==> config.mk <==
export PLATFORM = sky130hd
export DESIGN_NAME = dffg_dual_top
export DESIGN_NICKNAME = d
export VERILOG_FILES = /design/src/dffg_dual_top.v /design/src/dffg_pin_sync.v
export VERILOG_INCLUDE_DIRS = /design/src /design/src/common
export SDC_FILE = /design/constraint.sdc
export NUM_CORES = 1
export LEC_CHECK = 0
export BUFFER_PORTS_ARGS = -buffer_cell sky130_fd_sc_hd__buf_2
export CORE_MARGIN = 4
export CORE_UTILIZATION = 54
export DETAILED_ROUTE_END_ITERATION = 16
export PLACE_DENSITY = 0.79
export SLEW_MARGIN = 20
export SYNTH_ARGS = -nofsm -noshare
export SYNTH_HDL_FRONTEND = slang
export SYNTH_SLANG_ARGS = --single-unit
export TNS_END_PERCENT = 100
==> constraint.sdc <==
create_clock -name clk -period 1.4 [get_ports clk]
set_clock_uncertainty 0.1 [all_clocks]
set_input_delay 0.21 -clock clk [delete_from_list [all_inputs] [get_ports clk]]
set_output_delay 0.21 -clock clk [all_outputs]
set_load 0.05 [all_outputs]
==> src/common/dffg_defs.vh <==
// constants for the dual gated-clock d storage block
// Summary of operation
// RQ1 - effective clock is enable pin OR common clock
// RQ2 - independent clocking: common low, pulse enables
// RQ3 - common clocking needs enables held low
// RQ4 - rising effective clock loads data into output
// RQ5 - otherwise output holds, data changes ignored
// RQ6 - set and reset override clock and data
// RQ7 - set drives high, reset drives low, both high hold
// RQ8 - complement output always inverse of true output
`ifndef DFFG_DEFS_VH
`define DFFG_DEFS_VH
`define DFFG_NUM_ELEM  2
`define DFFG_RST_Q     1'b0
`define DFFG_RST_QN    1'b1
`define DFFG_RST_PIN   1'b0
`endif

==> src/dffg_dual_top.v <==
// dual d storage element with shared clock and per-element enable gates
`timescale 1ns/1ns
`include "dffg_defs.vh"
module dffg_dual_top (
	// clock and reset
	input  wire                        clk,
	input  wire                        arst_n,
	// shared clock pin
	input  wire                        commonClk,
	// per-element pins
	input  wire [`DFFG_NUM_ELEM-1:0]   enableN,
	input  wire [`DFFG_NUM_ELEM-1:0]   dataIn,
	input  wire [`DFFG_NUM_ELEM-1:0]   setIn,
	input  wire [`DFFG_NUM_ELEM-1:0]   resetIn,
	// stored outputs
	output reg  [`DFFG_NUM_ELEM-1:0]   q_r,
	output reg  [`DFFG_NUM_ELEM-1:0]   qN_r
);
	localparam NE = `DFFG_NUM_ELEM;

	// force codes from the set and reset pair
	localparam [1:0] FORCE_NONE = 2'h0;
	localparam [1:0] FORCE_SET  = 2'h1;
	localparam [1:0] FORCE_CLR  = 2'h2;
	localparam [1:0] FORCE_BOTH = 2'h3;

	// filtered pin levels
	wire            clkF;
	wire [NE-1:0]   enF;
	wire [NE-1:0]   dF;
	wire [NE-1:0]   sF;
	wire [NE-1:0]   rF;

	// effective clock and its history
	wire [NE-1:0]   effClk;
	wire [NE-1:0]   effRise;
	reg  [NE-1:0]   effPrev_r;

	// force codes and next stored values
	wire [2*NE-1:0] forceCode;
	reg  [NE-1:0]   q_nxt;
	reg  [NE-1:0]   qN_nxt;
	genvar          g;

	// effective clock from enable level and common clock
	function gate_of;
		input enLvl;
		input clkLvl;
		begin
			gate_of = enLvl | clkLvl;
		end
	endfunction

	// decode set and reset levels into a force code
	function [1:0] force_of;
		input setLvl;
		input rstLvl;
		begin
			if (setLvl && !rstLvl) begin
				force_of = FORCE_SET;
			end else if (rstLvl && !setLvl) begin
				force_of = FORCE_CLR;
			end else if (setLvl && rstLvl) begin
				force_of = FORCE_BOTH;
			end else begin
				force_of = FORCE_NONE;
			end
		end
	endfunction

	// rising edge of a level against its history
	function rise_of;
		input nowLvl;
		input prevLvl;
		begin
			if (nowLvl && !prevLvl) begin
				rise_of = 1'b1;
			end else begin
				rise_of = 1'b0;
			end
		end
	endfunction

	// next stored bit from force code, edge and data
	function next_of;
		input       curBit;
		input [1:0] code;
		input       rise;
		input       datBit;
		begin
			case (code)
				FORCE_SET: begin
					next_of = 1'b1; // RQ6 RQ7
				end
				FORCE_CLR: begin
					next_of = 1'b0; // RQ6 RQ7
				end
				FORCE_BOTH: begin
					next_of = curBit; // RQ7
				end
				default: begin
					if (rise) begin
						next_of = datBit; // RQ4
					end else begin
						next_of = curBit; // RQ5
					end
				end
			endcase
		end
	endfunction

	// shared clock pin from the board
	dffg_pin_sync #(
		.WIDTH(1)
	) uSyncClk (
		.clk      (clk),
		.arst_n   (arst_n),
		.pinIn    (commonClk),
		.pinFilt_r(clkF)
	);

	// enable pins from the board
	dffg_pin_sync #(
		.WIDTH(NE)
	) uSyncEn (
		.clk      (clk),
		.arst_n   (arst_n),
		.pinIn    (enableN),
		.pinFilt_r(enF)
	);

	// data pins from the board
	dffg_pin_sync #(
		.WIDTH(NE)
	) uSyncData (
		.clk      (clk),
		.arst_n   (arst_n),
		.pinIn    (dataIn),
		.pinFilt_r(dF)
	);

	// set pins from the board
	dffg_pin_sync #(
		.WIDTH(NE)
	) uSyncSet (
		.clk      (clk),
		.arst_n   (arst_n),
		.pinIn    (setIn),
		.pinFilt_r(sF)
	);

	// reset pins from the board
	dffg_pin_sync #(
		.WIDTH(NE)
	) uSyncRst (
		.clk      (clk),
		.arst_n   (arst_n),
		.pinIn    (resetIn),
		.pinFilt_r(rF)
	);

	// gated clock and edge history per element
	generate
		for (g = 0; g < NE; g = g + 1) begin : gEdge
			assign effClk[g]  = gate_of(enF[g], clkF); // RQ1
			assign effRise[g] = rise_of(effClk[g], effPrev_r[g]); // RQ4

			always @(posedge clk or negedge arst_n) begin
				if (!arst_n) begin
					effPrev_r[g] <= `DFFG_RST_PIN;
				end else begin
					effPrev_r[g] <= effClk[g];
				end
			end
		end
	endgenerate

	// set and reset priority per element
	generate
		for (g = 0; g < NE; g = g + 1) begin : gForce
			assign forceCode[2*g+1:2*g] = force_of(sF[g], rF[g]); // RQ6
		end
	endgenerate

	// next stored value per element
	generate
		for (g = 0; g < NE; g = g + 1) begin : gNext
			always @* begin
				q_nxt[g] = next_of(q_r[g], forceCode[2*g+1:2*g], effRise[g], dF[g]);
			end

			always @* begin
				qN_nxt[g] = ~q_nxt[g]; // RQ8
			end
		end
	endgenerate

	// true outputs per element
	generate
		for (g = 0; g < NE; g = g + 1) begin : gOutQ
			always @(posedge clk or negedge arst_n) begin
				if (!arst_n) begin
					q_r[g] <= `DFFG_RST_Q;
				end else begin
					q_r[g] <= q_nxt[g];
				end
			end
		end
	endgenerate

	// complement outputs per element
	generate
		for (g = 0; g < NE; g = g + 1) begin : gOutQn
			always @(posedge clk or negedge arst_n) begin
				if (!arst_n) begin
					qN_r[g] <= `DFFG_RST_QN;
				end else begin
					qN_r[g] <= qN_nxt[g]; // RQ8
				end
			end
		end
	endgenerate
endmodule

==> src/dffg_pin_sync.v <==
// three-stage pin synchroniser with agreement filter
`timescale 1ns/1ns
`include "dffg_defs.vh"
module dffg_pin_sync #(
	parameter WIDTH = 1
) (
	// clock and reset
	input  wire             clk,
	input  wire             arst_n,
	// pin side
	input  wire [WIDTH-1:0] pinIn,
	// filtered level
	output reg  [WIDTH-1:0] pinFilt_r
);
	reg [WIDTH-1:0] stage1_r;
	reg [WIDTH-1:0] stage2_r;
	reg [WIDTH-1:0] stage3_r;
	genvar i;

	always @(posedge clk or negedge arst_n) begin
		if (!arst_n) begin
			stage1_r <= {WIDTH{`DFFG_RST_PIN}};
			stage2_r <= {WIDTH{`DFFG_RST_PIN}};
			stage3_r <= {WIDTH{`DFFG_RST_PIN}};
		end else begin
			stage1_r <= pinIn;
			stage2_r <= stage1_r;
			stage3_r <= stage2_r;
		end
	end

	// a bit changes only once stages two and three agree
	generate
		for (i = 0; i < WIDTH; i = i + 1) begin : gFilt
			always @(posedge clk or negedge arst_n) begin
				if (!arst_n) begin
					pinFilt_r[i] <= `DFFG_RST_PIN;
				end else if (stage2_r[i] == stage3_r[i]) begin
					pinFilt_r[i] <= stage3_r[i];
				end
			end
		end
	endgenerate
endmodule

# [Word level (Yosys, flattened, before mapping)]
# Cells that the tools add are included.
[totals] latch_bits=0 rom_bits=0 mem_count=0 in_bits=11 register_bits=42 output_inout_bits=4 ramBits=0
[op_classes] shift=0 addsub=0 n_bitwise=4 n_eq_ne=15 n_lt_le_gt_ge=0 n_mux=12 n_reduce_logical=14 n_mul=0 div=0
[ops] cell="$mux 2" count=6
[ops] cell="$eq 1x1->1" count=9
[ops] cell="$eq 2x2->1 const B" count=4
[ops] cell="$logic_and 1x1->1" count=8
[ops] cell="$logic_not 1->1" count=6
[ops] cell="$pmux 1 s3" count=2
[ops] cell="$eq 2x1->1 const B" count=2
[ops] cell="$mux 1" count=4
[ops] cell="$not 1->1" count=2
[ops] cell="$or 1x1->1" count=2

# [Logic depth before layout (Yosys ltp)]
# Gate-level depths: netlist (run 1).
[depth] word_depth=7 mapped_depth=4

# [Cells and area by module]
# A second synthesis (run 1) with hierarchy kept.
[hier_totals] hier_cells=67 area_unflattened_um2=1260.0
[modules_own_cells] module="dffg_pin_sync at uSyncData ..." cells_per_inst=10 instances=4 area_each_um2=222.7 seq_area_each_um2=200.2
[modules_own_cells] module="dffg_dual_top" cells_per_inst=22 instances=1 area_each_um2=257.7 seq_area_each_um2=152.6
[modules_own_cells] module="dffg_pin_sync at uSyncClk" cells_per_inst=5 instances=1 area_each_um2=111.4 seq_area_each_um2=100.1

# [Worst setup path after synthesis (run 1)]
# OpenSTA, ideal clock, no wires.
[synth_path] path_type="flip-flop to flip-flop" startpoint="register (tool-made name)" endpoint="register qN_r[0]" period_less_slack_ns=1.219 slack_ns=0.181 t_required_ns=1.221 arrival_ns=1.040 stages_incl_launch_ff=3 n_path_buf=0 path_cell_list="dfrtp_1 > o21ai_0 > a22o_1"
[synth_lines] item="to (signal, indexed assignment)" line="dffg_dual_top.v:216" rtl="qN_r[g] <= `DFFG_RST_QN;"
[synth_lines] item="to (signal, indexed assignment)" line="dffg_dual_top.v:218" rtl="qN_r[g] <= qN_nxt[g];"
[synth_lines] item="to (decl)" line="dffg_dual_top.v:17" rtl="output reg [`DFFG_NUM_ELEM-1:0] qN_r"

# [Final worst setup path (run 1)]
[layout_path] startpoint="register qN_r[0]" endpoint="output port qN_r[0]"
# No word-level cell between the ends.

==> Implementation_results.wiki, run 1 <==
{| class="wikitable"
! Metric !! Value
|-
| Outcome || finished, final reports clean
|-
| Register bit total from synthesis || 42
|-
| Launching instance or port of the critical path || qN_r[0]$_DFF_PN1_
|-
| Worst reg2reg path startpoint || uSyncEn.pinFilt_r[0]$_DFFE_PN0N_
|-
| Slew headroom || 75.71%
|-
| I/O Buffers || 14
|-
| Core Box Area || 0.002212 mm²
|-
| Clock tree root buffer cell || sky130_fd_sc_hd__clkbuf_4
|-
| Post-synthesis sequential area ratio || 84.37%
|-
| Number of max-cap violations || 0
|-
| Length of the first detailed-routing pass in iterations || 3
|-
| Syn Inst Count || 67
|-
| Hold Path Class || primary input to async pin
|-
| Top cells by area in the synthesized netlist || sky130_fd_sc_hd__dfrtp_1, sky130_fd_sc_hd__maj3_1, sky130_fd_sc_hd__dfstp_2, sky130_fd_sc_hd__a31oi_4, sky130_fd_sc_hd__a22o_1
|-
| Iteration-0 DRC Markers || 3
|-
| Residual overflow from global routing || 0
|-
| Cell area power density || 1445 mW/mm²
|-
| Final total power || 2.235 mW
|-
| Cell area after synthesis || 0.001249 mm²
|-
| Post-Syn Area per Cell || 18.64 µm²
|-
| Period Utilization, post-route || 94.95%
|-
| Standby leakage power || 0.7007 nW
|-
| Drt total wl || 1582 µm
|-
| Number of H-tree levels || 2
|-
| IR drop worst, VDD || 1079 µV
|-
| Nets in the synthesized netlist || 78
|-
| Clock Path Buffers || 2
|-
| CP Capture Type || output pin
|-
| Final ANT Viol Nets || 0
|-
| Slowest cell on the critical path || sky130_fd_sc_hd__dfstp_2
|-
| Highest fanout seen on the critical path || 1
|-
| Type of the setup path with the least slack || flop to output pin
|-
| Max Fclk || 752.3 MHz
|-
| CTS tree || done
|-
| Global-route wire length before repair || 2967 µm
|-
| Reg clk slew, reported paths || 0.11 ns
|-
| Unrepaired setup endpoints after global routing || false
|-
| Core occupancy in the finished layout || 69.91%
|-
| Total Routing Usage GR || 12.97%
|-
| Number of global-route vias before repair || 689
|-
| Combined buffer and inverter count along the critical path || 1
|-
| Warning count from the yosys run || 0
|-
| Num CTS Buffers || 5
|-
| Final critical-path setup slack || 0.07065 ns
|-
| Clock latency on the worst-skew pair || 0.33 ns
|-
| Starting utilization of the core area || 56.45%
|-
| Number of diodes added for antenna fixing || 0
|-
| Area overhead of the layout relative to synthesis || 23.85%
|-
| Most frequent cells in the layout || sky130_fd_sc_hd__dfrtp_1, sky130_fd_sc_hd__buf_2, sky130_fd_sc_hd__dlygate4sd3_1
|-
| Die area || 0.003146 mm²
|-
| Biggest area consumer among synthesized cells || sky130_fd_sc_hd__dfrtp_1
|-
| Sink Count || 42
|-
| Width of the die || 56.09 µm
|-
| Layout cells sized above 1 || 28.00%
|-
| Setup TNS Final || 0 ns
|-
| HPWL after DPL || 1040 µm
|-
| Critical Path Max Stage Delay || 0.54 ns
|-
| Vias || 604
|-
| Worst path top cell family by delay || flip-flops
|-
| Startpoint type of the worst setup path || flop
|-
| Number of buffers inserted to repair setup after CTS || 0
|-
| Fin crit period || 1.329 ns
|-
| Share of the synthesized area in the top cell type || 80.16%
|-
| Boundary pin count || 15
|-
| Data required, critical path || 1.09 ns
|-
| Site Rows || 17
|-
| Crit path cell chain || buf_6
|-
| DRC viols || 0
|-
| Number of antenna violations at the first check in global routing || 0
|-
| Slew at the pin closest to its max-slew limit || 0.3643 ns
|-
| Post-synth cell types || 12
|-
| Average vias per placed instance || 4.719
|-
| Setup violators final || 0
|-
| Final slew viol count || 0
|-
| Maximum number of pins on one net before global-route repair || 28
|-
| Y dimension of the die || 56.09 µm
|-
| Most common library cell in the layout ignoring fill and taps || sky130_fd_sc_hd__dfrtp_1
|-
| Worst EP arrival || 1.02 ns
|-
| Final weighted congestion in routability-driven placement || 0.6611
|-
| Number of nets in the layout || 110
|-
| Per-cell routed wire length || 12.36 µm
|-
| Worst slack, placed || 0.2636 ns
|-
| Final Hold Viols || 0
|}
final timing paths:
check,end,slack (ns),depth (start not counted)
max,qN_r[0],0.07,1
min,async pin,0.21,2
max reg2reg,flop,0.25,4
min reg2reg,uSyncData.stage2_r[0]$_DFF_PN0_,0.26,0
max in group asynchronous,uSyncEn.stage3_r[1]$_DFF_PN0_,0.54,3
min in group clk,uSyncData.stage2_r[0]$_DFF_PN0_,0.26,0
timing repair:
action,in CTS,in global routing
hold buffers,10,0
hold endpoints to repair,51,0
gates resized for setup,2,2
setup endpoints to repair,2,2
gates cloned,0,0
cell families (layout without fill, tap and decap cells):
logic type | count (synthesis) | count (layout) | share of synthesized area [%]
buf+inv | 4 | 37 | 1.202
fa+ha+maj | 9 | 9 | 7.215
flops | 42 | 42 | 84.37
compound gates | 8 | 8 | 5.611
simple gates | 4 | 4 | 1.603
cell usage after synthesis, drive strengths merged:
library cell and number:
nand2 2, dfrtp 40, dfstp 2, inv 4
maj3 9, a31oi 2, o21ai 2, a22oi 2
a22o 2, nor2 2
where the power goes:
part | leakage, nW | internal, mW | switching, mW
registers | 0.486 | 1.32 | 0.0565
clock network | 0.0353 | 0.244 | 0.337
logic | 0.180 | 0.113 | 0.167
area by class of cell:
| cell class | count | area (µm²) |
|---|---|---|
| clock inverters | 1 | 5.005 |
| repair buffers | 25 | 202.7 |
| fillers | 152 | 665.6 |
| clock buffers | 7 | 55.05 |
| inverters | 4 | 15.01 |
| well taps | 28 | 35.03 |
| multi-input cells | 21 | 180.2 |
| flip-flops and latches | 42 | 1054 |
through the flow:
stage	cells	instance area, µm²	hold WS [ns]
6_report	128	1546	0.2093
5_1_grt	128	1546	0.2149
4_1_cts	128	1539	0.2063
3_5_place_dp	110	1374	0.04505
3_3_place_gp	110	1374	0.04511
2_1_floorplan	67	1249	-0.1856
layer usage:
| metal | global-route usage (%) | routed length, µm | share of wire, % |
|---|---|---|---|
| met5 | 0 | 0 | 0 |
| met4 | 6.441 | 12 | 0.76 |
| met3 | 7.193 | 100 | 6.3 |
| met2 | 19.03 | 825 | 52 |
| met1 | 15.35 | 644 | 41 |
No activity file was read; power rests on OpenSTA's default activity.
==> inputs of run 2 (changes only) <==
Settings changed: RECOVER_POWER set to 100.
==> Implementation_results.wiki, run 2 (synthesis results as in run 1) <==
{| class="wikitable"
! Metric !! Value
|-
| I/O Buffers || 14
|-
| Final critical-path setup slack || 0.07065 ns
|-
| Starting utilization of the core area || 56.45%
|-
| Highest fanout seen on the critical path || 1
|-
| Vias || 604
|-
| Sink Count || 42
|-
| Startpoint type of the worst setup path || flop
|-
| Y dimension of the die || 56.09 µm
|-
| Maximum number of pins on one net before global-route repair || 28
|-
| Final slew viol count || 0
|-
| Slowest cell on the critical path || sky130_fd_sc_hd__dfstp_2
|-
| Drt total wl || 1590 µm
|-
| Relative contribution of the clock network to total power || 26.1%
|-
| Final std cell area, no fill || 0.001525 mm²
|-
| Setup TNS Final || 0 ns
|-
| Layout cells sized above 1 || 23.00%
|-
| Number of buffers inserted to repair setup after CTS || 0
|-
| Number of global-route vias before repair || 689
|-
| Max Fclk || 752.2 MHz
|-
| Worst slack, placed || 0.2636 ns
|-
| Area overhead of the layout relative to synthesis || 22.14%
|-
| Reg clk slew, reported paths || 0.11 ns
|-
| Type of the setup path with the least slack || flop to output pin
|-
| Global-route wire length before repair || 2967 µm
|-
| Number of max-cap violations || 0
|-
| Switching Share || 24.85%
|-
| Combined buffer and inverter count along the critical path || 1
|-
| Final weighted congestion in routability-driven placement || 0.6611
|-
| Most frequent cells in the layout || sky130_fd_sc_hd__dfrtp_1, sky130_fd_sc_hd__buf_2, sky130_fd_sc_hd__dlygate4sd3_1
|-
| Total Routing Usage GR || 12.97%
|-
| Worst EP arrival || 1.02 ns
|-
| Length of the first detailed-routing pass in iterations || 3
|-
| Slew headroom || 41.85%
|-
| Average vias per placed instance || 4.719
|-
| Core Box Area || 0.002212 mm²
|-
| Cell area power density || 1456 mW/mm²
|-
| Final total power || 2.221 mW
|-
| Logic pwr share || 12.2%
|-
| Period Utilization, post-route || 94.95%
|-
| Data required, critical path || 1.09 ns
|-
| IR drop worst, VDD || 1078 µV
|-
| Width of the die || 56.09 µm
|-
| Number of H-tree levels || 2
|-
| Outcome || finished, final reports clean
|-
| Hold Path Class || flop to flop
|-
| Final Hold Viols || 0
|-
| Number of nets in the layout || 110
|-
| CP Capture Type || output pin
|-
| Iteration-0 DRC Markers || 3
|-
| Critical Path Max Stage Delay || 0.54 ns
|-
| Net switching power || 0.5520 mW
|-
| Clock latency on the worst-skew pair || 0.33 ns
|-
| Min Hold Slack || 0.2577 ns
|-
| DRC viols || 0
|-
| Boundary pin count || 15
|-
| Final ANT Viol Nets || 0
|-
| Unrepaired setup endpoints after global routing || false
|-
| Clock Path Buffers || 2
|-
| Internal Dissipation || 1.669 mW
|-
| Sequential fraction of design power || 61.7%
|-
| Standby leakage power || 0.6970 nW
|-
| Num CTS Buffers || 5
|-
| Residual overflow from global routing || 0
|-
| Number of diodes added for antenna fixing || 0
|-
| Site Rows || 17
|-
| Number of antenna violations at the first check in global routing || 0
|-
| Dpl cell area || 0.001374 mm²
|-
| Die area || 0.003146 mm²
|-
| Per-cell routed wire length || 12.42 µm
|-
| Fin crit period || 1.329 ns
|-
| CTS tree || done
|-
| Slew at the pin closest to its max-slew limit || 0.8723 ns
|-
| Crit path cell chain || buf_6
|-
| FF-to-FF setup slack || 0.24 ns
|-
| Clock tree root buffer cell || sky130_fd_sc_hd__clkbuf_4
|-
| Worst path top cell family by delay || flip-flops
|-
| Setup violators final || 0
|-
| HPWL after DPL || 1040 µm
|-
| Most common library cell in the layout ignoring fill and taps || sky130_fd_sc_hd__dfrtp_1
|}
[run 2: cell count changes in the layout (fill, tap and decap cells not counted)]
cell / delta
sky130_fd_sc_hd__buf_2: -1
sky130_fd_sc_hd__inv_2: -1
sky130_fd_sc_hd__a31oi_4: -1
sky130_fd_sc_hd__a31oi_1: +1
sky130_fd_sc_hd__nor2_2: -2
sky130_fd_sc_hd__inv_1: +1
sky130_fd_sc_hd__clkbuf_1: +1
sky130_fd_sc_hd__nor2_1: +2
[run 2: power groups by stage]
stage / Sequential, mW / Combinational (mW) / Clock [mW]
floorplan: 1.48 / 0.0747 / 0
global placement: 1.39 / 0.239 / 0
detailed placement: 1.40 / 0.248 / 0
CTS: 1.37 / 0.277 / 0.610
global route: 1.38 / 0.296 / 0.677
finish: 1.37 / 0.272 / 0.580
[run 2: final timing paths]
check / from / end / depth (start not counted)
setup / recovery: qN_r[0]$_DFF_PN1_ / qN_r[0] / 1
hold / removal: uSyncData.stage1_r[0]$_DFF_PN0_ / uSyncData.stage2_r[0]$_DFF_PN0_ / 0
setup reg to reg: uSyncEn.pinFilt_r[0]$_DFFE_PN0N_ / flop / 4
hold reg to reg: uSyncData.stage1_r[0]$_DFF_PN0_ / uSyncData.stage2_r[0]$_DFF_PN0_ / 0
max in group asynchronous: arst_n / uSyncEn.stage3_r[1]$_DFF_PN0_ / 3
min in group asynchronous: arst_n / async pin / 2
[run 2: worst reg2reg max path, delay by kind of cell (launching register included)]
family | cells | cell delay, ns
AOI/OAI and AO/OA | 2 | 0.34
buffers and inverters | 1 | 0.07
DFF | 1 | 0.40
and+or+nand+nor | 1 | 0.13
[run 2: repair_timing]
action,4_1_cts,5_1_grt
resized for setup,2,2
hold endpoints to repair,51,0
endpoints found under the setup margin,2,2
hold buffers,10,0
[run 2: layout make-up]
| type | count | area, µm² |
|---|---|---|
| tap | 28 | 35.03 |
| clock buffer | 7 | 55.05 |
| sequential | 42 | 1054 |
| clock inverter | 1 | 5.005 |
| inverter | 4 | 15.01 |
| timing repair buffer | 25 | 201.4 |
| fill | 155 | 686.9 |
| multi-input combinational | 21 | 160.2 |
[run 2: stage by stage]
| step | util (%) | std cells |
|---|---|---|
| floorplan | - | 67 |
| global placement | 62.10 | 110 |
| detailed placement | 62.10 | 110 |
| CTS | 69.57 | 128 |
| global route | 68.95 | 128 |
| finish | 68.95 | 128 |
[run 2: per-layer routing]
layer	global-route usage, %	wire [µm]	up-vias
met4	6.441	12	0
met3	7.193	100	2
met5	0	0	-
met1	15.35	655	301
met2	19.03	822	17
li1	-	-	284
